<file path="src/rtl/vlan_filter_pkg.sv">
// Functional notes
// [RULE1] Setting an outer tag type on one port sets it on its whole port group.
// [RULE2] Clearing the outer tag type on one port clears its whole port group.
// [RULE3] On gigabit modules the first two ports always share one port group.
// [RULE4] Group size follows module: per port, per ten ports or per twenty ports.
// [RULE5] Outer tag type is sixteen bits, any value, reset value 8100 hex.
// [RULE6] Management must program a value other than 8100 on the core link.
// [RULE7] A configured port in a multi-slot trunk spreads the value to all trunk members.
// [RULE8] A configuration naming no port applies to every port.
// [RULE9] Management should give all multi-slot trunk members one tag type.
// [RULE10] Tagged ingress with matching type: strip it, push the uplink type on egress.
// [RULE11] Untagged ingress: keep existing tag as payload, push the uplink outer tag.
// [RULE12] Floods from an isolated port reach only the mapped primary ports.
// [RULE13] Floods from a community port reach primary ports and same-community ports.
// [RULE14] Primary ports reach every isolated and community port mapped to them.
// [RULE15] Outside floods are blocked from members unless their class is admitted; code admits only floods from primary ports, never from PC_NONE ports.
// [RULE16] Management gives each private group exactly one primary group.
// [RULE17] Address lookup may hold one MAC in several VLANs; treated as normal.
// [RULE18] Edge variant with mappings enabled hands all flooded frames to software.
// [RULE19] Edge variant refuses private membership on tagged ports.
// [RULE20] Edge variant: all primary ports active, mappings choose which are used.
// [RULE21] Dual-mode ports are never accepted as private members.
// [RULE22] Known unicast goes straight to its learned port, even inside a private group.
// [RULE23] The field after the source address is tagged only if it equals the port type.
// [RULE24] Per-port class and per-group primary mapping are used on every flood.
package vlan_filter_pkg;

	localparam int          MAX_PORTS         = 16;
	localparam int          PORT_W            = 4;
	localparam int          NUM_SEC           = 4;
	localparam int          SEC_W             = 2;
	localparam int          TAG_W             = 16;
	localparam int          TEN_PORT_BLOCK    = 10;
	localparam int          TWENTY_PORT_BLOCK = 20;
	localparam logic [15:0] TAG_RESET         = 16'h8100;

	typedef enum logic [1:0] {
		PC_NONE      = 2'b00,
		PC_PRIMARY   = 2'b01,
		PC_ISOLATED  = 2'b10,
		PC_COMMUNITY = 2'b11
	} port_class_t;

	typedef enum logic [1:0] {
		GRAN_PER_PORT = 2'b00,
		GRAN_PER_10   = 2'b01,
		GRAN_PER_20   = 2'b10
	} tag_gran_t;

	typedef struct packed {
		logic              valid;
		logic              clear;
		logic              all_ports;
		logic [PORT_W-1:0] port;
		logic [TAG_W-1:0]  tag;
	} tag_cfg_t;

	typedef struct packed {
		logic              valid;
		logic [PORT_W-1:0] in_port;
		logic [TAG_W-1:0]  type_field;
		logic              bcast;
		logic              unknown_uc;
		logic              unknown_mc;
		logic [PORT_W-1:0] known_port;
	} frame_hdr_t;

	typedef struct packed {
		logic                 valid;
		logic [MAX_PORTS-1:0] egress;
		logic                 to_cpu;
		logic                 strip_outer;
		logic                 push_outer;
		logic [TAG_W-1:0]     outer_tag;
		logic [TAG_W-1:0]     ingress_tag;
	} fwd_decision_t;

endpackage

</file>
<file path="src/rtl/pvlan_flood.sv">
`timescale 1ns/1ps
module pvlan_flood (
	input  wire logic [vlan_filter_pkg::PORT_W-1:0]                       in_port,     // Ingress port.
	input  wire vlan_filter_pkg::port_class_t [vlan_filter_pkg::MAX_PORTS-1:0] cls,   // Effective class per port.
	input  wire logic [vlan_filter_pkg::MAX_PORTS-1:0][vlan_filter_pkg::SEC_W-1:0] grp, // Secondary group per port.
	input  wire logic [vlan_filter_pkg::NUM_SEC-1:0][vlan_filter_pkg::MAX_PORTS-1:0] map_mask, // Group to primaries.
	input  wire logic [vlan_filter_pkg::MAX_PORTS-1:0]                    port_en,     // Ports that exist.
	input  wire logic                                                     admit,       // Outside flood admitted.
	output logic      [vlan_filter_pkg::MAX_PORTS-1:0]                    flood_mask   // Flood destinations.
);
	import vlan_filter_pkg::*;

	port_class_t       c_in;
	logic [SEC_W-1:0]  g_in;

	assign c_in = cls[in_port];
	assign g_in = grp[in_port];

	for (genvar p = 0; p < MAX_PORTS; p++) begin : g_port
		logic member;
		logic hit;
		assign member = (cls[p] == PC_ISOLATED) || (cls[p] == PC_COMMUNITY);
		always_comb begin
			hit = 1'b0;
			case (c_in)
				PC_ISOLATED:  hit = (cls[p] == PC_PRIMARY) && map_mask[g_in][p]; // RULE12
				PC_COMMUNITY: hit = ((cls[p] == PC_PRIMARY) && map_mask[g_in][p]) ||
				                    ((cls[p] == PC_COMMUNITY) && (grp[p] == g_in)); // RULE13
				// A primary reaches its mapped members, but only when this flood class is admitted.
				PC_PRIMARY:   hit = member ? (admit && map_mask[grp[p]][in_port]) : 1'b1; // RULE14 RULE15 RULE20
				PC_NONE:      hit = !member; // RULE15
				default:      hit = 1'b0;
			endcase
			flood_mask[p] = hit && port_en[p] && (PORT_W'(p) != in_port);
		end
	end

endmodule

</file>
<file path="src/rtl/vlan_tag_pvlan_filter.sv">
`timescale 1ns/1ps
module vlan_tag_pvlan_filter #(
	parameter int NUM_PORTS = 16
) (
	input  wire logic                                                 core_clk,     // 40 MHz clock.
	input  wire logic                                                 rst_b,        // Synchronous reset, low.
	input  wire vlan_filter_pkg::tag_gran_t                           tag_gran,     // Module tag granularity.
	input  wire vlan_filter_pkg::tag_cfg_t                            tag_cfg,      // Tag type write.
	input  wire logic [vlan_filter_pkg::MAX_PORTS-1:0]                trunk_member, // Multi-slot trunk ports.
	input  wire logic [vlan_filter_pkg::MAX_PORTS-1:0]                port_tagged,  // Port is tagged.
	input  wire logic [vlan_filter_pkg::MAX_PORTS-1:0]                dual_mode,    // Port in dual mode.
	input  wire logic [vlan_filter_pkg::PORT_W-1:0]                   uplink_port,  // Provider uplink port.
	input  wire vlan_filter_pkg::port_class_t [vlan_filter_pkg::MAX_PORTS-1:0] port_class, // Configured class.
	input  wire logic [vlan_filter_pkg::MAX_PORTS-1:0][vlan_filter_pkg::SEC_W-1:0] sec_group, // Group per port.
	input  wire logic [vlan_filter_pkg::NUM_SEC-1:0][vlan_filter_pkg::MAX_PORTS-1:0] sec_map, // Group to primaries.
	input  wire logic                                                 admit_bcast,  // Admit outside broadcast.
	input  wire logic                                                 admit_uu,     // Admit outside unknown uc.
	input  wire logic                                                 edge_variant, // Edge switch behaviour.
	input  wire vlan_filter_pkg::frame_hdr_t                          frame_hdr,    // Frame header in.
	output logic      [vlan_filter_pkg::MAX_PORTS-1:0][vlan_filter_pkg::TAG_W-1:0] tag_table, // Tag per port.
	output logic      [vlan_filter_pkg::MAX_PORTS-1:0]                member_reject, // Refused membership.
	output vlan_filter_pkg::fwd_decision_t                            decision      // Forwarding decision.
);
	import vlan_filter_pkg::*;

	// ------------------------------------------------------------------
	// Parameter check
	// ------------------------------------------------------------------
	if (NUM_PORTS < 2 || NUM_PORTS > MAX_PORTS) begin : g_bad_ports
		$error("NUM_PORTS must lie between 2 and MAX_PORTS");
	end

	// ------------------------------------------------------------------
	// Port groups
	// ------------------------------------------------------------------
	function automatic logic [PORT_W-1:0] group_of(input logic [PORT_W-1:0] p, input tag_gran_t g);
		logic [PORT_W-1:0] r;
		r = p;
		case (g)
			GRAN_PER_10:   r = PORT_W'(int'(p) / TEN_PORT_BLOCK);    // RULE4 RULE3
			GRAN_PER_20:   r = PORT_W'(int'(p) / TWENTY_PORT_BLOCK); // RULE4 RULE3
			default:       r = p;                                    // RULE4
		endcase
		return r;
	endfunction

	logic [MAX_PORTS-1:0] port_en;
	logic [MAX_PORTS-1:0] cfg_hit;

	for (genvar p = 0; p < MAX_PORTS; p++) begin : g_hit
		assign port_en[p] = (p < NUM_PORTS);
		// A write lands on the named port's group, on its trunk partners, or everywhere.
		assign cfg_hit[p] = port_en[p] && (tag_cfg.all_ports || // RULE8
		                    (group_of(PORT_W'(p), tag_gran) == group_of(tag_cfg.port, tag_gran)) || // RULE1 RULE2
		                    (trunk_member[p] && trunk_member[tag_cfg.port])); // RULE7
	end

	// ------------------------------------------------------------------
	// Tag type table
	// ------------------------------------------------------------------
	// One entry per port keeps lookup trivial; a write hits the named port's whole group, but trunk partners are written alone.
	always_ff @(posedge core_clk) begin
		if (!rst_b) begin
			for (int i = 0; i < MAX_PORTS; i++) begin
				tag_table[i] <= TAG_RESET; // RULE5
			end
		end else if (tag_cfg.valid) begin
			for (int i = 0; i < MAX_PORTS; i++) begin
				if (cfg_hit[i]) begin
					tag_table[i] <= tag_cfg.clear ? TAG_RESET : tag_cfg.tag; // RULE1 RULE2 RULE5
				end
			end
		end
	end

	// ------------------------------------------------------------------
	// Effective port class
	// ------------------------------------------------------------------
	port_class_t [MAX_PORTS-1:0] eff_class;
	logic        [MAX_PORTS-1:0] refuse;
	logic        [MAX_PORTS-1:0] primary_mask;
	logic        [MAX_PORTS-1:0] member_mask;

	for (genvar p = 0; p < MAX_PORTS; p++) begin : g_class
		assign refuse[p] = dual_mode[p] || (edge_variant && port_tagged[p]); // RULE19 RULE21
		assign eff_class[p] = (refuse[p] || !port_en[p]) ? PC_NONE : port_class[p]; // RULE24
		assign primary_mask[p] = (eff_class[p] == PC_PRIMARY);
		assign member_mask[p] = (eff_class[p] == PC_ISOLATED) || (eff_class[p] == PC_COMMUNITY);
	end

	always_ff @(posedge core_clk) begin
		if (!rst_b) begin
			member_reject <= '0;
		end else begin
			for (int i = 0; i < MAX_PORTS; i++) begin
				member_reject[i] <= refuse[i] && (port_class[i] != PC_NONE) && port_en[i]; // RULE19 RULE21
			end
		end
	end

	// ------------------------------------------------------------------
	// Flood and forward decision
	// ------------------------------------------------------------------
	logic                 is_flood;
	logic                 pvlan_on;
	logic                 admit;
	logic                 in_tagged;
	logic [MAX_PORTS-1:0] flood_mask;
	logic [MAX_PORTS-1:0] next_egress;
	logic                 next_to_cpu;

	assign is_flood  = frame_hdr.bcast || frame_hdr.unknown_uc || frame_hdr.unknown_mc;
	assign pvlan_on  = |sec_map;
	// Unknown multicast follows the broadcast setting; only unknown unicast has its own.
	assign admit     = frame_hdr.unknown_uc ? admit_uu : admit_bcast; // RULE15
	assign in_tagged = port_tagged[frame_hdr.in_port] &&
	                   (frame_hdr.type_field == tag_table[frame_hdr.in_port]); // RULE23

	pvlan_flood u_flood (
		.in_port    (frame_hdr.in_port),
		.cls        (eff_class),
		.grp        (sec_group),
		.map_mask   (sec_map),
		.port_en    (port_en),
		.admit      (admit),
		.flood_mask (flood_mask)
	);

	always_comb begin
		next_egress = '0;
		next_to_cpu = 1'b0;
		if (is_flood && edge_variant && pvlan_on) begin
			next_to_cpu = 1'b1; // RULE18
		end else if (is_flood) begin
			next_egress = flood_mask; // RULE24
		end else if (frame_hdr.known_port != frame_hdr.in_port) begin
			// The lookup feeding known_port may keep one MAC per VLAN; the port it gives is trusted.
			next_egress = port_en & (MAX_PORTS'(1) << frame_hdr.known_port); // RULE22 RULE17
		end
	end

	always_ff @(posedge core_clk) begin
		if (!rst_b) begin
			decision <= '0;
		end else begin
			decision.valid       <= frame_hdr.valid;
			decision.egress      <= frame_hdr.valid ? next_egress : '0;
			decision.to_cpu      <= frame_hdr.valid && next_to_cpu;
			decision.ingress_tag <= tag_table[frame_hdr.in_port];
			decision.outer_tag   <= tag_table[uplink_port]; // RULE10 RULE11
			if (frame_hdr.valid && next_egress[uplink_port] && (frame_hdr.in_port != uplink_port)) begin
				decision.push_outer  <= 1'b1;      // RULE10 RULE11
				decision.strip_outer <= in_tagged; // RULE10 RULE11
			end else begin
				decision.push_outer  <= 1'b0;
				decision.strip_outer <= 1'b0;
			end
		end
	end

	// ------------------------------------------------------------------
	// Assertions
	// ------------------------------------------------------------------
	logic [MAX_PORTS-1:0] prev_primary;
	logic [MAX_PORTS-1:0] prev_member;

	always_ff @(posedge core_clk) begin
		if (!rst_b) begin
			prev_primary <= '0;
			prev_member  <= '0;
		end else begin
			prev_primary <= primary_mask;
			prev_member  <= member_mask;
		end
	end

	// Expected masks are rebuilt from the class and mapping inputs, not taken from the flood unit.
	logic [MAX_PORTS-1:0] to_primary;
	logic [MAX_PORTS-1:0] peer_mask;
	logic [MAX_PORTS-1:0] reach_mask;
	logic [MAX_PORTS-1:0] dual_claim;
	logic [MAX_PORTS-1:0] edge_claim;

	for (genvar p = 0; p < MAX_PORTS; p++) begin : g_watch
		assign to_primary[p] = primary_mask[p] && sec_map[sec_group[frame_hdr.in_port]][p];
		assign peer_mask[p]  = (eff_class[p] == PC_COMMUNITY) && (PORT_W'(p) != frame_hdr.in_port) &&
		                       (sec_group[p] == sec_group[frame_hdr.in_port]);
		assign reach_mask[p] = member_mask[p] && sec_map[sec_group[p]][frame_hdr.in_port];
		assign dual_claim[p] = port_en[p] && (port_class[p] != PC_NONE) && dual_mode[p];
		assign edge_claim[p] = port_en[p] && (port_class[p] != PC_NONE) && edge_variant && port_tagged[p];
	end

	a_all_ports_write: assert property (@(posedge core_clk) disable iff (!rst_b) // RULE8
		tag_cfg.valid && !tag_cfg.clear && tag_cfg.all_ports
		|=> tag_table[NUM_PORTS-1] == $past(tag_cfg.tag) && tag_table[0] == $past(tag_cfg.tag))
		else $error("write without port did not reach all ports");

	a_group_clear: assert property (@(posedge core_clk) disable iff (!rst_b) // RULE2
		tag_cfg.valid && tag_cfg.clear && tag_gran == GRAN_PER_10 && tag_cfg.port < 4'ha
		|=> tag_table[9] == TAG_RESET && tag_table[0] == TAG_RESET)
		else $error("clear did not reach whole port group");

	a_group_spread: assert property (@(posedge core_clk) disable iff (!rst_b) // RULE1
		tag_cfg.valid && !tag_cfg.clear && !tag_cfg.all_ports && tag_gran == GRAN_PER_10 &&
		tag_cfg.port == 4'h3 && !trunk_member[10]
		|=> tag_table[0] == $past(tag_cfg.tag) && tag_table[9] == $past(tag_cfg.tag) &&
		    tag_table[10] == $past(tag_table[10]))
		else $error("group write wrong extent");

	a_gig_pair_equal: assert property (@(posedge core_clk) disable iff (!rst_b) // RULE3
		tag_cfg.valid && tag_gran != GRAN_PER_PORT && tag_cfg.port < 4'ha
		|=> tag_table[0] == tag_table[1])
		else $error("first two gigabit ports differ");

	a_trunk_spread: assert property (@(posedge core_clk) disable iff (!rst_b) // RULE7
		tag_cfg.valid && !tag_cfg.clear && trunk_member[tag_cfg.port] && trunk_member[NUM_PORTS-1]
		|=> tag_table[NUM_PORTS-1] == $past(tag_cfg.tag))
		else $error("trunk member missed tag write");

	a_edge_to_cpu: assert property (@(posedge core_clk) disable iff (!rst_b) // RULE18
		frame_hdr.valid && is_flood && edge_variant && pvlan_on
		|=> decision.to_cpu && decision.egress == '0)
		else $error("edge flood not handed to software");

	a_isolated_scope: assert property (@(posedge core_clk) disable iff (!rst_b) // RULE12
		frame_hdr.valid && is_flood && !edge_variant && eff_class[frame_hdr.in_port] == PC_ISOLATED
		|=> (decision.egress & ~prev_primary) == '0)
		else $error("isolated flood left primary ports");

	a_outside_block: assert property (@(posedge core_clk) disable iff (!rst_b) // RULE15
		frame_hdr.valid && frame_hdr.bcast && !admit_bcast && !edge_variant &&
		eff_class[frame_hdr.in_port] inside {PC_PRIMARY, PC_NONE}
		|=> (decision.egress & prev_member) == '0)
		else $error("outside broadcast entered private group");

	a_known_unicast: assert property (@(posedge core_clk) disable iff (!rst_b) // RULE22
		frame_hdr.valid && !is_flood && frame_hdr.known_port != frame_hdr.in_port &&
		32'(frame_hdr.known_port) < NUM_PORTS
		|=> decision.egress == (MAX_PORTS'(1) << $past(frame_hdr.known_port)) && !decision.to_cpu)
		else $error("known unicast not sent to learned port");

	a_untagged_keep: assert property (@(posedge core_clk) disable iff (!rst_b) // RULE11
		frame_hdr.valid && !port_tagged[frame_hdr.in_port] |=> !decision.strip_outer)
		else $error("untagged ingress had tag stripped");

	a_strip_pushes: assert property (@(posedge core_clk) disable iff (!rst_b) // RULE10
		decision.strip_outer |-> decision.push_outer && decision.outer_tag == $past(tag_table[uplink_port]))
		else $error("strip without uplink tag push");

	a_dual_refused: assert property (@(posedge core_clk) disable iff (!rst_b) // RULE21
		|dual_claim |=> (member_reject & $past(dual_claim)) == $past(dual_claim))
		else $error("dual mode port accepted as member");

	a_edge_refused: assert property (@(posedge core_clk) disable iff (!rst_b) // RULE19
		|edge_claim |=> (member_reject & $past(edge_claim)) == $past(edge_claim))
		else $error("tagged port accepted as member on edge variant");

	a_reset_state: assert property (@(posedge core_clk) // RULE5
		!rst_b |=> tag_table[0] == TAG_RESET && tag_table[MAX_PORTS-1] == TAG_RESET &&
		member_reject == '0 && !decision.valid && decision.egress == '0)
		else $error("reset state wrong");

	a_per20_group: assert property (@(posedge core_clk) disable iff (!rst_b) // RULE4
		tag_cfg.valid && !tag_cfg.clear && tag_gran == GRAN_PER_20
		|=> tag_table[0] == $past(tag_cfg.tag) && tag_table[NUM_PORTS-1] == $past(tag_cfg.tag))
		else $error("twenty port group write wrong extent");

	a_per_port_only: assert property (@(posedge core_clk) disable iff (!rst_b) // RULE4
		tag_cfg.valid && !tag_cfg.all_ports && tag_gran == GRAN_PER_PORT && tag_cfg.port != 4'h0 &&
		!trunk_member[0] |=> tag_table[0] == $past(tag_table[0]))
		else $error("per port write reached another port");

	a_member_to_primary: assert property (@(posedge core_clk) disable iff (!rst_b) // RULE12 RULE13
		frame_hdr.valid && is_flood && !edge_variant &&
		eff_class[frame_hdr.in_port] inside {PC_ISOLATED, PC_COMMUNITY}
		|=> (decision.egress & $past(to_primary)) == $past(to_primary))
		else $error("member flood missed a mapped primary");

	a_community_peer: assert property (@(posedge core_clk) disable iff (!rst_b) // RULE13
		frame_hdr.valid && is_flood && !edge_variant && eff_class[frame_hdr.in_port] == PC_COMMUNITY
		|=> (decision.egress & $past(peer_mask)) == $past(peer_mask))
		else $error("community flood missed a peer");

	a_primary_reach: assert property (@(posedge core_clk) disable iff (!rst_b) // RULE14
		frame_hdr.valid && is_flood && !edge_variant && eff_class[frame_hdr.in_port] == PC_PRIMARY &&
		(frame_hdr.unknown_uc ? admit_uu : admit_bcast)
		|=> (decision.egress & $past(reach_mask)) == $past(reach_mask))
		else $error("admitted primary flood missed a member");

	a_cpu_off_edge: assert property (@(posedge core_clk) disable iff (!rst_b) // RULE18
		frame_hdr.valid && !edge_variant |=> !decision.to_cpu)
		else $error("frame handed to software outside edge variant");

	a_idle_quiet: assert property (@(posedge core_clk) disable iff (!rst_b) // RULE22
		!frame_hdr.valid |=> !decision.valid && decision.egress == '0 && !decision.to_cpu)
		else $error("decision without a frame");

	a_tag_mismatch: assert property (@(posedge core_clk) disable iff (!rst_b) // RULE23
		frame_hdr.valid && frame_hdr.type_field != tag_table[frame_hdr.in_port] |=> !decision.strip_outer)
		else $error("foreign tag type stripped");

	a_match_strips: assert property (@(posedge core_clk) disable iff (!rst_b) // RULE10
		frame_hdr.valid && port_tagged[frame_hdr.in_port] &&
		frame_hdr.type_field == tag_table[frame_hdr.in_port]
		|=> decision.strip_outer == decision.push_outer)
		else $error("matching tag not translated");

	a_push_uplink: assert property (@(posedge core_clk) disable iff (!rst_b) // RULE11
		decision.push_outer |-> decision.egress[uplink_port])
		else $error("outer tag pushed on frame not sent to uplink");

	c_community_flood: cover property (@(posedge core_clk) disable iff (!rst_b)
		frame_hdr.valid && frame_hdr.bcast && eff_class[frame_hdr.in_port] == PC_COMMUNITY);
	c_translate: cover property (@(posedge core_clk) disable iff (!rst_b)
		decision.strip_outer);
	c_double_tag: cover property (@(posedge core_clk) disable iff (!rst_b)
		decision.push_outer && !decision.strip_outer);
	c_edge_cpu: cover property (@(posedge core_clk) disable iff (!rst_b)
		decision.to_cpu);
	c_admitted_flood: cover property (@(posedge core_clk) disable iff (!rst_b)
		frame_hdr.valid && frame_hdr.bcast && admit_bcast && eff_class[frame_hdr.in_port] == PC_PRIMARY);

endmodule

</file>
<file path="config.mk">
export PLATFORM = sky130hd
export DESIGN_NAME = vlan_tag_pvlan_filter
export DESIGN_NICKNAME = d
export VERILOG_FILES = /design/src/rtl/vlan_filter_pkg.sv /design/src/rtl/pvlan_flood.sv /design/src/rtl/vlan_tag_pvlan_filter.sv
export SDC_FILE = /design/constraint.sdc
export NUM_CORES = 1
export LEC_CHECK = 0
export BUFFER_PORTS_ARGS = -buffer_cell sky130_fd_sc_hd__clkbuf_2
export CAP_MARGIN = 10
export CORE_MARGIN = 2
export CORE_UTILIZATION = 50
export CTS_CLUSTER_SIZE = 40
export DETAILED_ROUTE_END_ITERATION = 16
export MAX_ROUTING_LAYER = met4
export PLACE_DENSITY_LB_ADDON = 0.15
export RECOVER_POWER = 100
export SKIP_CTS_REPAIR_TIMING = 1
export SKIP_LAST_GASP = 1
export SYNTH_ARGS = -nofsm -noshare
export SYNTH_HDL_FRONTEND = slang
export SYNTH_SLANG_ARGS = --single-unit
</file>
<file path="constraint.sdc">
create_clock -name core_clk -period 3.9 [get_ports core_clk]
set_clock_uncertainty 0.2 [all_clocks]
set_input_delay 0.195 -clock core_clk [delete_from_list [all_inputs] [get_ports core_clk]]
set_output_delay 0.195 -clock core_clk [all_outputs]
set_load 0.05 [all_outputs]
</file>
==> results of run 1 <==
[per-layer routing]
metal | GRT usage (%) | vias up | part of all wire (%) | wire [um]
li1 | - | 11200 | - | -
met1 | 60.9 | 14200 | 35 | 49900
met2 | 71.2 | 2908 | 42 | 60600
met3 | 19.8 | 993 | 14 | 20500
met4 | 32.3 | 0 | 8.9 | 12800
met5 | - | - | 0 | 0
[kinds of logic after synthesis]
family,synth area share (%)
AOI/OAI and AO/OA,8.91
adders and majority gates,0.273
and+or+nand+nor,15.5
muxes,44.8
xor gates and xnor gates,1.59
DFF,23.5
buffers and inverters,5.33
[flip-flops by register name, indices dropped and copies added, names as in the netlist]
signal / cells
tag_table: 256
decision: 52
member_reject: 16
[worst max path at each step]
stage | slack [ns] | to | start
2_1_floorplan | 0.78 | decision[33] | sec_group[11]
3_3_place_gp | -0.16 | decision[33] | frame_hdr[26]
3_5_place_dp | -0.13 | decision[33] | frame_hdr[26]
4_1_cts | 0.43 | decision[33] | frame_hdr[26]
5_1_grt | 0.16 | decision[33] | dual_mode[14]
6_report | 0.18 | decision[33] | port_class[18]
[worst min-delay path: cells and delay by family]
family        cells  cell delay, ns
buf+inv           3            0.44
simple gates      1            0.07
[layout make-up]
type | instances | area share (%)
Multi-Input combinational cell | 1878 | 58.2
Sequential cell | 324 | 19.2
Timing Repair Buffer | 919 | 16.0
Clock buffer | 51 | 3.17
Tap cell | 704 | 2.61
Clock inverter | 10 | 0.401
Inverter | 15 | 0.167
Antenna cell | 18 | 0.134
[cells in the mapped netlist, types with 5 or more instances]
| cell | instances | area, um2 |
|---|---|---|
| a221oi_1 | 11 | 96.3 |
| buf_1 | 26 | 97.6 |
| clkbuf_1 | 198 | 743 |
| a41oi_1 | 5 | 43.8 |
| nand3_1 | 57 | 285 |
| xnor2_1 | 47 | 412 |
| nor4_1 | 34 | 213 |
| a21o_1 | 6 | 45.0 |
| and4b_1 | 5 | 50.1 |
| a22o_1 | 11 | 96.3 |
| o22ai_1 | 10 | 62.6 |
| a2111oi_0 | 7 | 61.3 |
| ha_1 | 6 | 75.1 |
| a311oi_1 | 6 | 52.6 |
| mux2_2 | 27 | 304 |
| o211ai_1 | 24 | 180 |
| a32oi_1 | 5 | 43.8 |
| a221o_1 | 10 | 100 |
| mux4_2 | 418 | 9410 |
| nor3_1 | 18 | 90.1 |
| nor2_1 | 75 | 282 |
| dfxtp_1 | 324 | 6490 |
| nor2b_1 | 246 | 1540 |
| nand2b_1 | 9 | 56.3 |
| and2_1 | 43 | 269 |
| a211oi_1 | 20 | 150 |
| buf_4 | 7 | 52.6 |
| o21ai_0 | 47 | 235 |
| or3_1 | 5 | 31.3 |
| and3_1 | 24 | 150 |
| buf_6 | 7 | 78.8 |
| clkbuf_2 | 5 | 25.0 |
| nand2_1 | 176 | 661 |
| a21oi_1 | 51 | 255 |
| a31oi_1 | 15 | 93.8 |
| mux2i_1 | 261 | 2610 |
| buf_2 | 83 | 415 |
| nand4_1 | 31 | 194 |
| o21a_1 | 6 | 45.0 |
| a22oi_1 | 63 | 473 |
| inv_1 | 15 | 56.3 |
| nand2_2 | 12 | 75.1 |
[power groups by stage]
stage / logic, mW / registers [mW] / clock network [mW]
final: 4.29 / 3.65 / 3.55
after global routing: 4.35 / 3.66 / 3.67
after CTS: 4.12 / 3.64 / 3.54
after detailed placement: 4.10 / 3.71 / 0
after global placement: 4.07 / 3.70 / 0
after floorplan: 2.02 / 4.24 / 0
[metrics by stage]
stage / util (%) / TNS, ns / setup slack [ns]
2_1_floorplan: - / 0 / 0.783
3_3_place_gp: 59.3 / -0.309 / -0.162
3_5_place_dp: 59.3 / -0.242 / -0.135
4_1_cts: 61.5 / 0 / 0.428
5_1_grt: 61.6 / 0 / 0.158
6_report: 61.6 / 0 / 0.182
[placed cells by master, fill, tap and decap left out, types with 20 or more instances in the layout]
| cell type | instances |
|---|---|
| nor2_1 | 75 |
| clkbuf_16 | 37 |
| o21ai_0 | 47 |
| nand3_1 | 57 |
| nand4_1 | 31 |
| dlygate4sd3_1 | 50 |
| mux2i_1 | 261 |
| dfxtp_1 | 324 |
| a21oi_1 | 51 |
| and3_1 | 24 |
| and2_1 | 26 |
| nand2_1 | 182 |
| mux4_2 | 418 |
| a22oi_1 | 63 |
| a211oi_1 | 20 |
| clkbuf_1 | 337 |
| mux2_2 | 25 |
| o211ai_1 | 24 |
| nor2b_1 | 244 |
| xnor2_1 | 47 |
| nor4_1 | 33 |
| buf_4 | 271 |
| clkbuf_2 | 244 |
==> summary.md, run 1 <==
| Metric | Value |
|---|---|
| Number of remaining DRC errors | `0` |
| Register Area | `6490 um2` |
| Fin. Hold Viols | `0` |
| Maximum clock path buffer count | `3` |
| Detailed router's first-iteration violation count | `4049` |
| Critical path's top delay family | `buffers and inverters` |
| Startpoint of the lowest-slack register-to-register path | `tag_table[149]` |
| Worst Reg-to-Reg Cells | `8` |
| Number of library cell types mapped by synthesis | `89` |
| Net switching power | `4.40 mW` |
| Largest net degree at the start of global routing | `254` |
| Shortest period the worst path allows | `3.72 ns` |
| Final hold slack | `0.00174 ns` |
| Total buffers and inverters traversed by the critical path | `6` |
| Leading register cell type out of synthesis | `dfxtp_1` |
| Post-detailed-placement cell area | `32500 um2` |
| Class of the tightest hold or removal check | `in -> reg` |
| Post-synth EDFFs | `0` |
| Num CTS Buffers | `37` |
| Post-synthesis sequential area ratio | `23.5%` |
| Buffers on Ports | `561` |
| Detail Route Antenna Nets | `0` |
| Vias in the first global route | `28300` |
| Placer's final routability congestion estimate | `1.14` |
| Die Height | `239 um` |
| Combinational Power Share | `37.3%` |
| Routed length per instance | `36.7 um` |
| Vias post-DR | `29300` |
| Syn Area/Cell | `10.8 um2` |
| Latest clock arrival within the worst-skew pair | `0.59 ns` |
| Multi-input gate area in the final layout | `19600 um2` |
| Headroom to the max-slew limit | `-11.2%` |
| Max-slew violation total from the final report | `315` |
| Result of the run | `finished, violations left` |
| Slowest stage cell on the critical path | `a2111oi_2` |
| Cell with the most instances on the worst path | `buf_4` |
| Starting utilization of the core area | `50.3%` |
| Cell internal power dissipation | `7.09 mW` |
| Critical Path Stages | `16` |
| Power density over the cells | `341 nW/um2` |
| Die boundary width | `239 um` |
| Cells along the critical path | `dlygate4sd3_1 -> clkbuf_2 -> nand3_1 -> nand4_1 -> a2111oi_2 -> a21oi_2 -> buf_4 -> buf_4 -> buf_4 -> o21ai_0 -> a31oi_1 -> nor4_1 -> clkbuf_1 -> a311oi_2 -> nand4b_1 -> a21oi_1` |
| Post-synthesis async set-or-reset flop share | `0%` |
| Max-cap violations | `4` |
| Total routing resource utilization after global routing | `50.7%` |
| CTS tree | `yes` |
| Via density per instance | `7.47` |
| Post-layout instance count excluding filler cells | `3919` |
| Critical Path Source Type | `primary input` |
| Placeable core region | `54800 um2` |
| RR Endpoint | `decision[33]` |
| Max Clock Freq | `269 MHz` |
| Leakage power | `13.0 nW` |
| Fraction of final layout cells sized beyond drive strength 1 | `33.7%` |
| Post-detailed-placement half-perimeter wirelength | `104 mm` |
| First drt pass iteration count | `7` |
| Number of levels the H-tree was split into | `2` |
| Clock transition time at the flip-flop clock pins of the worst setup and hold paths | `0.06 ns` |
| Max IR drop VDD | `0.478 mV` |
| Violations in the final reports | `max-capacitance violations, max-slew violations` |
| Total number of nets in the final design | `3419` |
| Count of endpoints failing setup in the final report | `0` |
| Post-route cell area | `33700 um2` |
| Net switching fraction of the power | `38.3%` |
| Period Utilization, post-route | `95.3%` |
| Number of instances in the synthesized netlist | `2543` |
| Worst-margin pin slew | `1.66 ns` |
| Setup CP Type | `in -> reg` |
| Synth Warn # | `0` |
| Clock power share | `30.9%` |
| Fillcell total | `4553` |
| Synth Cell Area | `27500 um2` |
| Worst path required time | `4.13 ns` |
| First-pass GRT wire length | `202 mm` |
| Overall Power | `11.5 mW` |
| Floorplan row count | `86` |
| Start point of the worst min-delay path | `edge_variant` |
| Largest stage delay on the critical path | `0.76 ns` |
| Arrival @ worst endpoint | `3.95 ns` |
| Unrepaired setup endpoints after global routing | `false` |
| Number of antenna violations at the first check in global routing | `18` |
| Minimum setup slack among reg-to-reg paths | `0.88 ns` |
| Critical-path maximum fanout | `6` |
| Top-level port count | `562` |
| Synthesized netlist net count | `2787` |
| Nature of the critical path endpoint | `flip-flop` |
| End of the worst hold path | `decision[34]` |
| Cell count after placement | `3789` |
| WHS Path Cells | `4` |
| Final WL | `144 mm` |
| Gr ovfl total | `0` |
| Sequential cell fraction of total power | `31.8%` |
| Total of flip-flops plus latches after synthesis | `324` |
| Buffer cell driving the clock tree root | `clkbuf_16` |
| Area added between synthesis and finish | `22.4%` |
| Clk sinks | `324` |
| Total die area | `57000 um2` |
Note: power is estimated with default switching activity, not from simulation.
==> run 2, diff against run 1 <==
REMOVE_ABC_BUFFERS = 1   (was not set)
clock period = 3.5 ns   (was 3.9 ns; I/O delays follow)
==> run 2 against run 1 <==
Net effect: the flow finishes with violations (negative hold slack, max-capacitance violations, max-slew violations); register-to-register slack got worse by 0.55 ns; sequential share of layout area shrank 0.46 points; via count shrank 0.49%; design area grew 2.4%; clock power is 6% higher; final cell count increased by 1.3%; non-clock buffer count up 64; largest power group unchanged.
==> summary.md, run 2 (synthesis results as in run 1) <==
| Metric | Value |
|---|---|
| Result of the run | `finished, violations left (unchanged)` |
| Violations in the final reports | `negative hold slack, max-capacitance violations, max-slew violations (was max-capacitance violations, max-slew violations)` |
| Worst-margin pin slew | `1.98 ns (was 1.66 ns)` |
| First drt pass iteration count | `6 (was 7)` |
| Max FFs per register | `256 (unchanged)` |
| Max Clock Freq | `292 MHz` |
| Placer's final routability congestion estimate | `1.11 (was 1.14)` |
| Count of endpoints failing setup in the final report | `0 (unchanged)` |
| Arrival @ worst endpoint | `3.66 ns (was 3.95 ns)` |
| Buffer cell driving the clock tree root | `clkbuf_16 (unchanged)` |
| Max IR drop VDD | `0.454 mV (was 0.478 mV)` |
| Number of levels the H-tree was split into | `2 (unchanged)` |
| Vias in the first global route | `28400 (was 28300)` |
| Latest clock arrival within the worst-skew pair | `0.56 ns (was 0.59 ns)` |
| Critical-path maximum fanout | `18 (was 6)` |
| Post-detailed-placement half-perimeter wirelength | `103 mm (was 104 mm)` |
| Leakage power | `13.4 nW (was 13.0 nW)` |
| Clock transition time at the flip-flop clock pins of the worst setup and hold paths | `0.06 ns (about the same)` |
| Floorplan row count | `86 (unchanged)` |
| Detail Route Antenna Nets | `0 (unchanged)` |
| Largest reg by FF count | `tag_table (unchanged)` |
| Placeable core region | `54800 um2 (unchanged)` |
| Vias post-DR | `29100 (was 29300)` |
| Routed length per instance | `35.8 um (was 36.7 um)` |
| Starting utilization of the core area | `50.3% (unchanged)` |
| Maximum clock path buffer count | `3 (unchanged)` |
| Via density per instance | `7.33 (was 7.47)` |
| Total number of nets in the final design | `3481 (was 3419)` |
| Post-Place Worst Slack | `-0.525 ns (was -0.135 ns)` |
| Max-cap violations | `2 (was 4)` |
| Die Height | `239 um (unchanged)` |
| Total die area | `57000 um2 (unchanged)` |
| Min setup slack post-route | `0.0773 ns (was 0.182 ns)` |
| Largest net degree at the start of global routing | `228 (was 254)` |
| Commonest cells after routing, fill and taps aside | `418 x mux4_2, 342 x clkbuf_1, 324 x dfxtp_1, 288 x buf_4, 261 x mux2i_1 (was 418 x mux4_2, 337 x clkbuf_1, 324 x dfxtp_1, 271 x buf_4, 261 x mux2i_1)` |
| Largest registers | `tag_table x256, decision x52, member_reject x16 (unchanged)` |
| Fin. Hold Viols | `4 (was 0)` |
| Nature of the critical path endpoint | `flip-flop (unchanged)` |
| Top-level port count | `562 (unchanged)` |
| Gr ovfl total | `0 (unchanged)` |
| Headroom to the max-slew limit | `-31.8% (was -11.2%)` |
| Fraction of final layout cells sized beyond drive strength 1 | `34.7% (was 33.7%)` |
| Clk sinks | `324 (unchanged)` |
| Number of antenna violations at the first check in global routing | `3 (was 18)` |
| Max-slew violation total from the final report | `266 (was 315)` |
| Setup CP Type | `in -> reg (unchanged)` |
| Unrepaired setup endpoints after global routing | `false (unchanged)` |
| CTS tree | `yes (unchanged)` |
| Num CTS Buffers | `35 (was 37)` |
| Class of the tightest hold or removal check | `in -> reg (unchanged)` |
| Post-layout instance count excluding filler cells | `3971 (was 3919)` |
| Worst path required time | `3.74 ns (was 4.13 ns)` |
| Die boundary width | `239 um (unchanged)` |
| Power density over the cells | `368 nW/um2 (was 341 nW/um2)` |
| First-pass GRT wire length | `199 mm (was 202 mm)` |
| Period Utilization, post-route | `97.8%` |
| Cell count after placement | `3845 (was 3789)` |
| Leading cell type in the layout, fill and taps excluded | `mux4_2 (unchanged)` |
| Critical Path Source Type | `primary input (unchanged)` |
| Detailed router's first-iteration violation count | `3956 (was 4049)` |
| Buffers on Ports | `561 (unchanged)` |
| Area added between synthesis and finish | `25.4% (was 22.4%)` |
| Shortest period the worst path allows | `3.42 ns` |
| Total routing resource utilization after global routing | `49.7% (was 50.7%)` |
| Final WL | `142 mm (was 144 mm)` |
| Number of remaining DRC errors | `0 (unchanged)` |
| Final hold slack | `-0.0308 ns (was 0.00174 ns)` |
## run 2: report_power, final
part,total (mW),internal [mW],leakage [nW],switching [mW]
registers,4.08,3.88,2.65,0.200
clock network,3.75,2.10,0.549,1.65
logic,4.88,1.90,10.2,2.98
## run 2: metal layers
layer | share of wire [%] | wire length [um] | global-route usage (%)
met4 | 9.0 | 12800 | 33.5
met1 | 34 | 47900 | 57.5
met2 | 44 | 62600 | 73.4
met5 | 0 | 0 | -
met3 | 13 | 18900 | 16.8
## run 2: worst max-delay path, stage by stage
cell      delay, ns
clkbuf_1       0.11
inv_1          0.06
ha_1           0.22
inv_1          0.15
ha_1           0.26
inv_1          0.05
o21ai_0        0.06
a21oi_1        0.15
nor2_1         0.05
o211ai_1       0.17
nand2_1        0.19
mux2_1         0.40
a221o_1        0.35
nand2_2        0.07
clkbuf_2       0.73
mux2i_1        0.34
nor2b_1        0.11
## run 2: path summary, 6_finish.rpt
kind                       start        endpoint  slack (ns)  depth (start not counted)
hold / removal      frame_hdr[0]    decision[40]       -0.03                          4
setup reg to reg  tag_table[226]    decision[33]        0.33                          8
hold reg to reg   tag_table[136]  tag_table[136]        0.33                          2
setup / recovery     tag_gran[0]  tag_table[180]        0.08                         17
## run 2: area by class of cell
class	count	area, um2
Antenna cell	5	12.5
Clock buffer	47	961
Clock inverter	15	176
Fill cell	4385	20200
Inverter	15	56.3
Multi-Input combinational cell	1878	19600
Sequential cell	324	6490
Tap cell	704	881
Timing Repair Buffer	983	6330
## run 2: stage by stage
step           power, mW  util [%]  area (um2)  setup TNS [ns]
5_1_grt             13.0      63.1       34500               0
2_1_floorplan       6.58         -       26100          -0.354
3_3_place_gp        8.82      61.1       33400          -0.609
6_report            12.7      63.1       34500               0
3_5_place_dp        8.88      61.1       33400          -0.636
4_1_cts             12.6      63.1       34600               0
